**config.mk**
```make
export PLATFORM = sky130hd
export DESIGN_NAME = vmfm_fault_map
export DESIGN_NICKNAME = d
export VERILOG_FILES = /design/src/inc/vmfm_pkg.sv /design/src/inc/vmfm_ctrl_if.sv /design/src/hw/vmfm_comp_ctrl.sv /design/src/hw/vmfm_fault_map.sv
export VERILOG_INCLUDE_DIRS = /design/src /design/src/inc
export SDC_FILE = /design/constraint.sdc
export NUM_CORES = 1
export LEC_CHECK = 0
export BUFFER_PORTS_ARGS = -buffer_cell sky130_fd_sc_hd__buf_4
export CELL_PAD_IN_SITES_DETAIL_PLACEMENT = 1
export CELL_PAD_IN_SITES_GLOBAL_PLACEMENT = 2
export CORE_MARGIN = 3
export CORE_UTILIZATION = 32
export CTS_CLUSTER_DIAMETER = 120
export DETAILED_ROUTE_END_ITERATION = 10
export PLACE_DENSITY = 0.9
export SLEW_MARGIN = 5
export SYNTH_ARGS = -nofsm -noshare
export SYNTH_HDL_FRONTEND = slang
export SYNTH_SLANG_ARGS = --single-unit
```
**constraint.sdc**
```tcl
create_clock -name sys_clk -period 2.7 [get_ports sys_clk]
set_clock_uncertainty 0.1 [all_clocks]
set_input_delay 0.27 -clock sys_clk [delete_from_list [all_inputs] [get_ports sys_clk]]
set_output_delay 0.27 -clock sys_clk [all_outputs]
set_load 0.005 [all_outputs]
```
**src/inc/vmfm_regs.svh**
```systemverilog
// Contract
// RL1 - power-down bit, enable low, recording done: comparators off
// RL2 - rising enable edge turns comparators back on
// RL3 - power-down clear: off comparators always enabled
// RL4 - enable bits 6..0 gate channels 7..1 monitors
// RL5 - map bit 7 routes parity faults to reset
// RL6 - map bits 6..0 route channel faults to reset
// RL7 - status bits 6..0 flag channel overvoltage
// RL8 - reading status returns it, then clears all
// RL9 - status bits latch until read
// RL10 - enable and map reset from stored configuration
// RL11 - reset-fault flag drives inverted reset pin
`ifndef VMFM_REGS_SVH
`define VMFM_REGS_SVH

`define VMFM_ADDR_MON_ENABLE 8'h03
`define VMFM_ADDR_RESET_MAP 8'h04
`define VMFM_ADDR_OV_STATUS 8'h05

`define VMFM_BIT_POWER_DOWN 7
`define VMFM_BIT_PARITY_MAP 7
`define VMFM_CHAN_MSB 6
`define VMFM_CHAN_LSB 0

`define VMFM_ZERO_BYTE 8'h00
`define VMFM_ZERO_CHAN 7'h00
`define VMFM_ALL_CHAN 7'h7F

`endif

```
**src/inc/vmfm_pkg.sv**
```systemverilog
package vmfm_pkg;

	typedef logic [6:0] vmfm_chan_t;

	typedef enum logic [1:0]
	{
		VMFM_COMP_ON = 2'b01,
		VMFM_COMP_OFF = 2'b10
	} vmfm_pd_state_t;

endpackage

```
**src/inc/vmfm_ctrl_if.sv**
```systemverilog
`timescale 1ns/10ps
`default_nettype none

interface vmfm_ctrl_if;
	vmfm_pkg::vmfm_chan_t monEnable;
	logic powerDownEnable;
	logic enableLevel;
	logic recordDone;
	logic compOff;
	vmfm_pkg::vmfm_chan_t ovCompEnable;
	vmfm_pkg::vmfm_chan_t uvCompEnable;
	vmfm_pkg::vmfm_chan_t offCompEnable;

	modport regs
	(
		output monEnable,
		output powerDownEnable,
		output enableLevel,
		output recordDone,
		input compOff,
		input ovCompEnable,
		input uvCompEnable,
		input offCompEnable
	);

	modport comp
	(
		input monEnable,
		input powerDownEnable,
		input enableLevel,
		input recordDone,
		output compOff,
		output ovCompEnable,
		output uvCompEnable,
		output offCompEnable
	);
endinterface

`default_nettype wire

```
**src/hw/vmfm_comp_ctrl.sv**
```systemverilog
`timescale 1ns/10ps
`default_nettype none
`include "vmfm_regs.svh"

module vmfm_comp_ctrl
(
	// clock and reset
	input wire logic sys_clk,
	input wire logic rst,
	// control link
	vmfm_ctrl_if.comp ctrl
);

	vmfm_pkg::vmfm_pd_state_t state_q;
	vmfm_pkg::vmfm_pd_state_t state_d;
	logic enablePrev_q;
	logic enablePrev_d;

	always_comb
	begin
		state_d = state_q;
		enablePrev_d = ctrl.enableLevel;
		case (state_q)
			vmfm_pkg::VMFM_COMP_ON:
			begin
				if (ctrl.powerDownEnable && !ctrl.enableLevel && ctrl.recordDone)
				begin
					state_d = vmfm_pkg::VMFM_COMP_OFF; // RL1
				end
			end
			vmfm_pkg::VMFM_COMP_OFF:
			begin
				// bit cleared while off: off comparators must run again
				if ((ctrl.enableLevel && !enablePrev_q) || !ctrl.powerDownEnable)
				begin
					state_d = vmfm_pkg::VMFM_COMP_ON; // RL2 RL3
				end
			end
			default:
			begin
				state_d = vmfm_pkg::VMFM_COMP_ON;
			end
		endcase
	end

	always_ff @(posedge sys_clk or posedge rst)
	begin
		if (rst)
		begin
			state_q <= vmfm_pkg::VMFM_COMP_ON;
			enablePrev_q <= 1'b0;
		end
		else
		begin
			state_q <= state_d;
			enablePrev_q <= enablePrev_d;
		end
	end

	assign ctrl.compOff = (state_q == vmfm_pkg::VMFM_COMP_OFF);
	// off comparators only drop out in power-down
	assign ctrl.offCompEnable = ctrl.compOff ? `VMFM_ZERO_CHAN : `VMFM_ALL_CHAN; // RL3
	assign ctrl.ovCompEnable = ctrl.compOff ? `VMFM_ZERO_CHAN : ctrl.monEnable; // RL4
	assign ctrl.uvCompEnable = ctrl.compOff ? `VMFM_ZERO_CHAN : ctrl.monEnable; // RL4

endmodule

`default_nettype wire

```
**src/hw/vmfm_fault_map.sv**
```systemverilog
`timescale 1ns/10ps
`default_nettype none
`include "vmfm_regs.svh"

module vmfm_fault_map
(
	// clock and reset
	input wire logic sys_clk,
	input wire logic rst,
	// stored configuration
	input wire logic [7:0] otpMonEnable,
	input wire logic [7:0] otpResetMap,
	input wire logic otpReload,
	// register port from the serial management interface
	input wire logic [7:0] regAddr,
	input wire logic regWrite,
	input wire logic regRead,
	input wire logic [7:0] regWdata,
	output logic [7:0] regRdata,
	// pins and analog comparator outputs
	input wire logic primaryEnableInput,
	input wire logic [6:0] ovCompIn,
	input wire logic [6:0] uvCompIn,
	// internal status
	input wire logic parityFault,
	input wire logic recordDone,
	// comparator control
	output logic [6:0] ovCompEnable,
	output logic [6:0] uvCompEnable,
	output logic [6:0] offCompEnable,
	output logic comparatorsOff,
	// reset output
	output logic resetFaultFlag,
	output logic resetOut_n
);

	vmfm_ctrl_if ctrl();

	vmfm_comp_ctrl u_comp
	(
		.sys_clk(sys_clk),
		.rst(rst),
		.ctrl(ctrl)
	);

	// synchronisers for the enable pin and comparator outputs from outside the clock domain
	logic enMeta_q;
	logic enSync_q;
	vmfm_pkg::vmfm_chan_t ovMeta_q;
	vmfm_pkg::vmfm_chan_t ovSync_q;
	vmfm_pkg::vmfm_chan_t uvMeta_q;
	vmfm_pkg::vmfm_chan_t uvSync_q;

	always_ff @(posedge sys_clk or posedge rst)
	begin
		if (rst)
		begin
			enMeta_q <= 1'b0;
			enSync_q <= 1'b0;
			ovMeta_q <= `VMFM_ZERO_CHAN;
			ovSync_q <= `VMFM_ZERO_CHAN;
			uvMeta_q <= `VMFM_ZERO_CHAN;
			uvSync_q <= `VMFM_ZERO_CHAN;
		end
		else
		begin
			enMeta_q <= primaryEnableInput;
			enSync_q <= enMeta_q;
			ovMeta_q <= ovCompIn;
			ovSync_q <= ovMeta_q;
			uvMeta_q <= uvCompIn;
			uvSync_q <= uvMeta_q;
		end
	end

	// register state
	logic loadPending_q;
	logic loadPending_d;
	logic [7:0] monEnableReg_q;
	logic [7:0] monEnableReg_d;
	logic [7:0] resetMapReg_q;
	logic [7:0] resetMapReg_d;
	vmfm_pkg::vmfm_chan_t ovStatus_q;
	vmfm_pkg::vmfm_chan_t ovStatus_d;
	logic [7:0] rdata_q;
	logic [7:0] rdata_d;
	logic faultFlag_q;
	logic faultFlag_d;
	logic resetOut_n_q;
	logic resetOut_n_d;

	vmfm_pkg::vmfm_chan_t ovEvent;
	vmfm_pkg::vmfm_chan_t uvEvent;
	logic statusRead;

	function automatic logic addrHit(input logic [7:0] addr, input logic [7:0] target);
		addrHit = (addr == target);
	endfunction

	assign ctrl.monEnable = monEnableReg_q[`VMFM_CHAN_MSB:`VMFM_CHAN_LSB]; // RL4
	assign ctrl.powerDownEnable = monEnableReg_q[`VMFM_BIT_POWER_DOWN]; // RL1
	assign ctrl.enableLevel = enSync_q;
	assign ctrl.recordDone = recordDone;

	// a channel only faults while its comparator is powered
	assign ovEvent = ovSync_q & ctrl.ovCompEnable;
	assign uvEvent = uvSync_q & ctrl.uvCompEnable;
	assign statusRead = regRead && addrHit(regAddr, `VMFM_ADDR_OV_STATUS);

	always_comb
	begin
		loadPending_d = 1'b0;
		monEnableReg_d = monEnableReg_q;
		resetMapReg_d = resetMapReg_q;
		// configuration is caught after reset release, never under reset
		if (loadPending_q || otpReload)
		begin
			monEnableReg_d = otpMonEnable; // RL10
			resetMapReg_d = otpResetMap; // RL10
		end
		else if (regWrite)
		begin
			if (addrHit(regAddr, `VMFM_ADDR_MON_ENABLE))
			begin
				monEnableReg_d = regWdata;
			end
			if (addrHit(regAddr, `VMFM_ADDR_RESET_MAP))
			begin
				resetMapReg_d = regWdata;
			end
		end
	end

	always_comb
	begin
		ovStatus_d = ovStatus_q;
		if (statusRead)
		begin
			ovStatus_d = `VMFM_ZERO_CHAN; // RL8
		end
		// new overvoltage wins over a simultaneous read clear
		ovStatus_d = ovStatus_d | ovEvent; // RL7 RL9
	end

	always_comb
	begin
		rdata_d = rdata_q;
		if (regRead)
		begin
			if (addrHit(regAddr, `VMFM_ADDR_MON_ENABLE))
			begin
				rdata_d = monEnableReg_q;
			end
			else if (addrHit(regAddr, `VMFM_ADDR_RESET_MAP))
			begin
				rdata_d = resetMapReg_q;
			end
			else if (addrHit(regAddr, `VMFM_ADDR_OV_STATUS))
			begin
				rdata_d = {1'b0, ovStatus_q}; // RL8
			end
			else
			begin
				rdata_d = `VMFM_ZERO_BYTE;
			end
		end
	end

	always_comb
	begin
		faultFlag_d = (|(resetMapReg_q[`VMFM_CHAN_MSB:`VMFM_CHAN_LSB] & (ovEvent | uvEvent))) // RL6
			|| (resetMapReg_q[`VMFM_BIT_PARITY_MAP] && parityFault); // RL5
		resetOut_n_d = !faultFlag_q; // RL11
	end

	always_ff @(posedge sys_clk or posedge rst)
	begin
		if (rst)
		begin
			loadPending_q <= 1'b1;
			monEnableReg_q <= `VMFM_ZERO_BYTE;
			resetMapReg_q <= `VMFM_ZERO_BYTE;
			ovStatus_q <= `VMFM_ZERO_CHAN;
			rdata_q <= `VMFM_ZERO_BYTE;
			faultFlag_q <= 1'b0;
			resetOut_n_q <= 1'b0;
		end
		else
		begin
			loadPending_q <= loadPending_d;
			monEnableReg_q <= monEnableReg_d;
			resetMapReg_q <= resetMapReg_d;
			ovStatus_q <= ovStatus_d;
			rdata_q <= rdata_d;
			faultFlag_q <= faultFlag_d;
			resetOut_n_q <= resetOut_n_d;
		end
	end

	assign regRdata = rdata_q;
	assign ovCompEnable = ctrl.ovCompEnable;
	assign uvCompEnable = ctrl.uvCompEnable;
	assign offCompEnable = ctrl.offCompEnable;
	assign comparatorsOff = ctrl.compOff;
	assign resetFaultFlag = faultFlag_q;
	assign resetOut_n = resetOut_n_q;

endmodule

`default_nettype wire

```
# After elaboration in Yosys (flattened, before gate mapping)
# Index checks and enable logic that the tools add are counted.
classes:
  n_reduce_logical: 19
  n_bitwise: 5
  n_eq_ne: 7
  muxes: 15
ops:
  columns: ["op", "count"]
  rows:
  - ["$mux 8", 8]
  - ["$mux 7", 4]
  - ["$and 7x7->7", 3]
  - ["$eq 8x3->1 const B", 2]
  - ["$or 7x7->7", 2]
  - ["$eq 8x2->1 const B", 1]
  - ["$reduce_or 7->1", 1]
  - ["$reduce_and 2->1", 3]
  - ["$reduce_bool 2->1", 3]
  - ["$logic_and 1x1->1", 5]
  - ["$logic_not 1->1", 4]
  - ["$mux 2", 2]
  - ["$pmux 2 s2", 1]
  - ["$logic_or 1x1->1", 3]
  - ["$eq 2x1->1 const B", 1]
  - ["$eq 2x2->1 const B", 1]
  - ["$ne 2x1->1 const B", 1]
  - ["$ne 2x2->1 const B", 1]
word_totals:
  inputBits: 54
  reg_bits: 67
  wordCells: 61
  output_inout_bits: 32

# Longest topological paths before layout
logic_depth:
  ltp_word: 7
  ltp_mapped: 6
  ltp_nobuf: 4

# By module
# Synthesis repeated with hierarchy kept, for this count alone.
unflattened:
  hier_cells: 251
  hier_area_um2: 2890.3
modules_own_cells:
  columns: ["mod", "instances", "seq_area_each_um2", "cells_per_inst", "area_per_inst_um2"]
  rows:
  - ["vmfm_fault_map", 1, 1602.8, 219, 2595.0]
  - ["vmfm_comp_ctrl", 1, 76.3, 32, 295.3]

# Worst setup path after synthesis
# Ideal clock, no wire load.
synth_timing:
  path_type: "register -> output"
  startpoint: "reg u_comp.state_q[0]"
  endpoint: "out uvCompEnable[4]"
  arrival_time_ns: 1.438
  n_path_buf: 2
  stages_incl_launch_ff: 5
  path_slack_ns: 0.892
  required_ns: 2.330
  cell_sequence: "dfstp_2 > nand2b_1 > clkbuf_1 > and2_1 > buf_4"
synth_between:
  elab_chain_cells: 2
synth_lines:
  columns: ["element", "line_no", "text"]
  rows:
  - ["from (decl)", "vmfm_comp_ctrl.sv:14", "vmfm_pkg::vmfm_pd_state_t state_q;"]
  - ["from (signal assigned)", "vmfm_comp_ctrl.sv:50", "state_q <= vmfm_pkg::VMFM_COMP_ON;"]
  - ["from (signal assigned)", "vmfm_comp_ctrl.sv:55", "state_q <= state_d;"]
  - ["$eq 2x2->1", "vmfm_comp_ctrl.sv:60", "assign ctrl.compOff = (state_q == vmfm_pkg::VMFM_COMP_OFF);"]
  - ["$mux 7", null, null]
  - ["to (decl)", "vmfm_fault_map.sv:29", "output logic [6:0] uvCompEnable,"]
# Every way passes these cells.

# Worst setup path in the final report
layout_timing:
  startpoint: "reg u_comp.state_q[0]"
  endpoint: "out ovCompEnable[5]"
layout_between:
  elab_chain_cells: 2
layout_lines:
  columns: ["element", "line_no", "text"]
  rows:
  - ["$eq 2x2->1", "vmfm_comp_ctrl.sv:60", null]
  - ["$mux 7", "vmfm_comp_ctrl.sv:63", "assign ctrl.ovCompEnable = ctrl.compOff ? `VMFM_ZERO_CHAN : ctrl.monEnable;"]
  - ["to (decl)", "vmfm_fault_map.sv:28", "output logic [6:0] ovCompEnable,"]
# Every way passes these cells.

==> results.yml <==
die:
  die-area_um2: 9670
  io_pins: 86
  core_um2: 8260
  num_rows: 33
  start_util_pct: 33.0
  die_h_um: 98.3
  fp.dieW_um: 98.3
worst_setup_path:
  regToRegSetupSlack_ns: 0.87
  cp-end-kind: "primary output"
  cp_max_fo: 23
  worstSetupPathType: "register to primary output"
  r2r-end: "resetFaultFlag"
  worstSetupStartpointType: "register"
  regToRegStartpoint: "u_comp.state_q[0]"
  worstPathArrival_ns: 1.90
  r2r_cells: 4
  worstPathRequired_ns: 2.33
clock_network:
  clockBufferDepth: 2
  htreeDepth: 3
  cts_root_buf: "clkbuf_8"
  cts_setup_buffers: 0
  cts-buffers-inserted: 9
  clock_latency_ns: 0.34
  clkTransAtPathRegs_ns: 0.07
  cts_sinks: 67
  cts_tree: "done"
placement:
  dpl.hpwl_mm: 5.16
  placed_cell_area_um2: 3390
  dpl.cell_count: 394
  placement.io_buffers: 85
  place_ws_ns: 0.659
  gp_congestion: 0.777
finish:
  final_nets: 370
  nFillCells: 911
  area_growth_pct: 36.8
  layout_common_cells: "buf_4, dfrtp_1, a21oi_1"
  fin_cells: 424
  final_common_cell: "buf_4"
  diodes: 0
  drive_gt1_share_pct: 38.9
  finalInstanceArea_um2: 3730
power:
  p_int_uw: 1640
  power_frac_comb_pct: 12.1
  clock_power_share_pct: 36.7
  seqPwrFrac_pct: 51.2
  p_per_area_nw_per_um2: 573
  p_total_uw: 2140
  p_switching_uw: 500
  peakVddDrop_v: 0.000225
  power_leakage_uw: 0.00180
  switching_share_pct: 23.4
routing:
  routed_via_density: 4.91
  drt-total-wl_mm: 7.16
  ant_nets: 0
  vias: 2083
  wire_per_inst_um: 16.9
  firstDrtPassIters: 4
  drtIter0Drc: 101
  drc: 0
timing:
  period_minus_slack_ns: 2.27
  clock.fmax_mhz: 441
  rsz0062_at_grt: "false"
  fin_crit_sh_pct: 84.0
  finalSetupTns_ns: 0
  setup_violations: 0
  relSlewSlack_pct: 34.4
  setup_slack_ns: 0.433
  maxSlewViolCount: 0
  tightest_slew_ns: 0.983
  finalHoldViolCount: 0
yosys:
  synthXorXnorAreaFrac_pct: 0
  ys_seq_area_share_pct: 61.5
  muxShareOfSynthArea_pct: 5.87
  synthAdderAreaFrac_pct: 0
  synthSimpleGateAreaFrac_pct: 10.9
  yosysWarnings: 0
  synth.net_count: 277
  avgSynthCellArea_um2: 12.2
  synth_compound_area_share_pct: 14.4
  synthCells: 223
  ys_ff_latch: 67
  netlist_area_um2: 2730
  synth_area_leaders: "dfrtp_1, mux2i_1, a21oi_1"
  synth_top_family_by_area: "compound AO/OA/AOI/OAI gates"
  synth_cell_types: 35
  yosys.area.top_type_share_pct: 59.6
  synth.largest_area_cell: "dfrtp_1"
status:
  status: "finished, final reports clean"
global_route:
  antenna_found_initial: 0
  grt_overflow: 0
  grt.total_usage_pct: 16.0
  grt_max_degree: 35
  grt_pass1_vias: 2268
  grt_pass1_wl_mm: 12.0
min_path:
  hold_depth: 3
  hp-class: "input pin to register"
  min-delay-start: "otpMonEnable[3]"
  min_to: "monEnableReg_q[3]"
flow_run:
  drv_cap: 0
## synthesized netlist by cell type, drive strengths merged
cell type   n
conb        1
nand4       2
and2        7
and3b       1
nor3b       1
o32ai       7
nor2b       2
a21oi      24
o2111ai     7
nand2       2
nor2       24
a31o        7
o22ai       1
inv        13
a22oi       1
nor4        2
or2         2
clkbuf      6
o21a        1
nand3b      2
dfstp       2
dfrtp      65
mux2i      16
nor4bb      1
buf        16
nand2b      1
nand3       2
a22o        7
## power by group through the flow
| stage | Sequential (µW) | Clock (µW) | Combinational [µW] |
|---|---|---|---|
| after floorplan | 1100 | 0 | 123 |
| after global placement | 1110 | 0 | 236 |
| after detailed placement | 1110 | 0 | 241 |
| after CTS | 1100 | 808 | 263 |
| after global routing | 1100 | 861 | 288 |
| final | 1100 | 785 | 258 |
## kinds of logic after synthesis
family	after synthesis
other	1
and+or+nand+nor	49
DFF	67
muxes	16
buffers and inverters	35
AOI/OAI and AO/OA	55
## worst max path at each step
stage	to	depth (start not counted)	startpoint	slack, ns
2_1_floorplan	ctrl.enableLevel	1	rst	0.65
3_3_place_gp	monEnableReg_q[4]	5	regAddr[5]	0.72
3_5_place_dp	monEnableReg_q[4]	5	regAddr[5]	0.66
4_1_cts	uvCompEnable[4]	3	u_comp.state_q[0]	0.39
5_1_grt	uvCompEnable[6]	3	u_comp.state_q[0]	0.25
6_report	ovCompEnable[5]	3	u_comp.state_q[0]	0.43
## critical path, stage by stage, from the launching register on
cell and delay [ns]:
dfstp_2 0.52, nand2b_1 0.61, and2_1 0.29, buf_4 0.13
## sequential cells by signal (all words and copies together), names as in the netlist
signal               flops
ctrl.enableLevel         1
enMeta_q                 1
loadPending_q            1
monEnableReg_q           8
ovMeta_q                 7
ovStatus_q               7
ovSync_q                 7
regRdata                 8
resetFaultFlag           1
resetMapReg_q            8
resetOut_n               1
u_comp.enablePrev_q      1
u_comp.state_q           2
uvMeta_q                 7
uvSync_q                 7
## area by class of cell
type	instances	area (µm²)	share of cell area, %
timing repair buffer	104	833	22.3
multi-input combinational	121	858	23.0
sequential	67	1680	45.0
inverter	13	48.8	1.31
tap	105	131	3.52
clock buffer	11	141	3.79
clock inverter	3	40.0	1.07
## through the flow
stage / utilization [%] / hold WS (ns)
2_1_floorplan: - / 0.201
3_3_place_gp: 41.1 / 0.236
3_5_place_dp: 41.1 / 0.236
4_1_cts: 45.2 / 0.0604
5_1_grt: 45.2 / 0.0907
6_report: 45.2 / 0.0761
## repair_timing
| item | 4_1_cts | 5_1_grt |
|---|---|---|
| hold buffers | 16 | 0 |
| endpoints found under the hold margin | 47 | 0 |
| gates resized for setup | 0 | 0 |
## layer usage
layer | up-vias | global-route usage, % | routed length (µm)
li1 | 961 | - | -
met1 | 1032 | 22.5 | 3340
met2 | 78 | 24.0 | 3290
met3 | 12 | 4.21 | 419
met4 | 0 | 5.67 | 110
met5 | - | 0 | 0
Note: power is estimated with default switching activity, not from simulation.
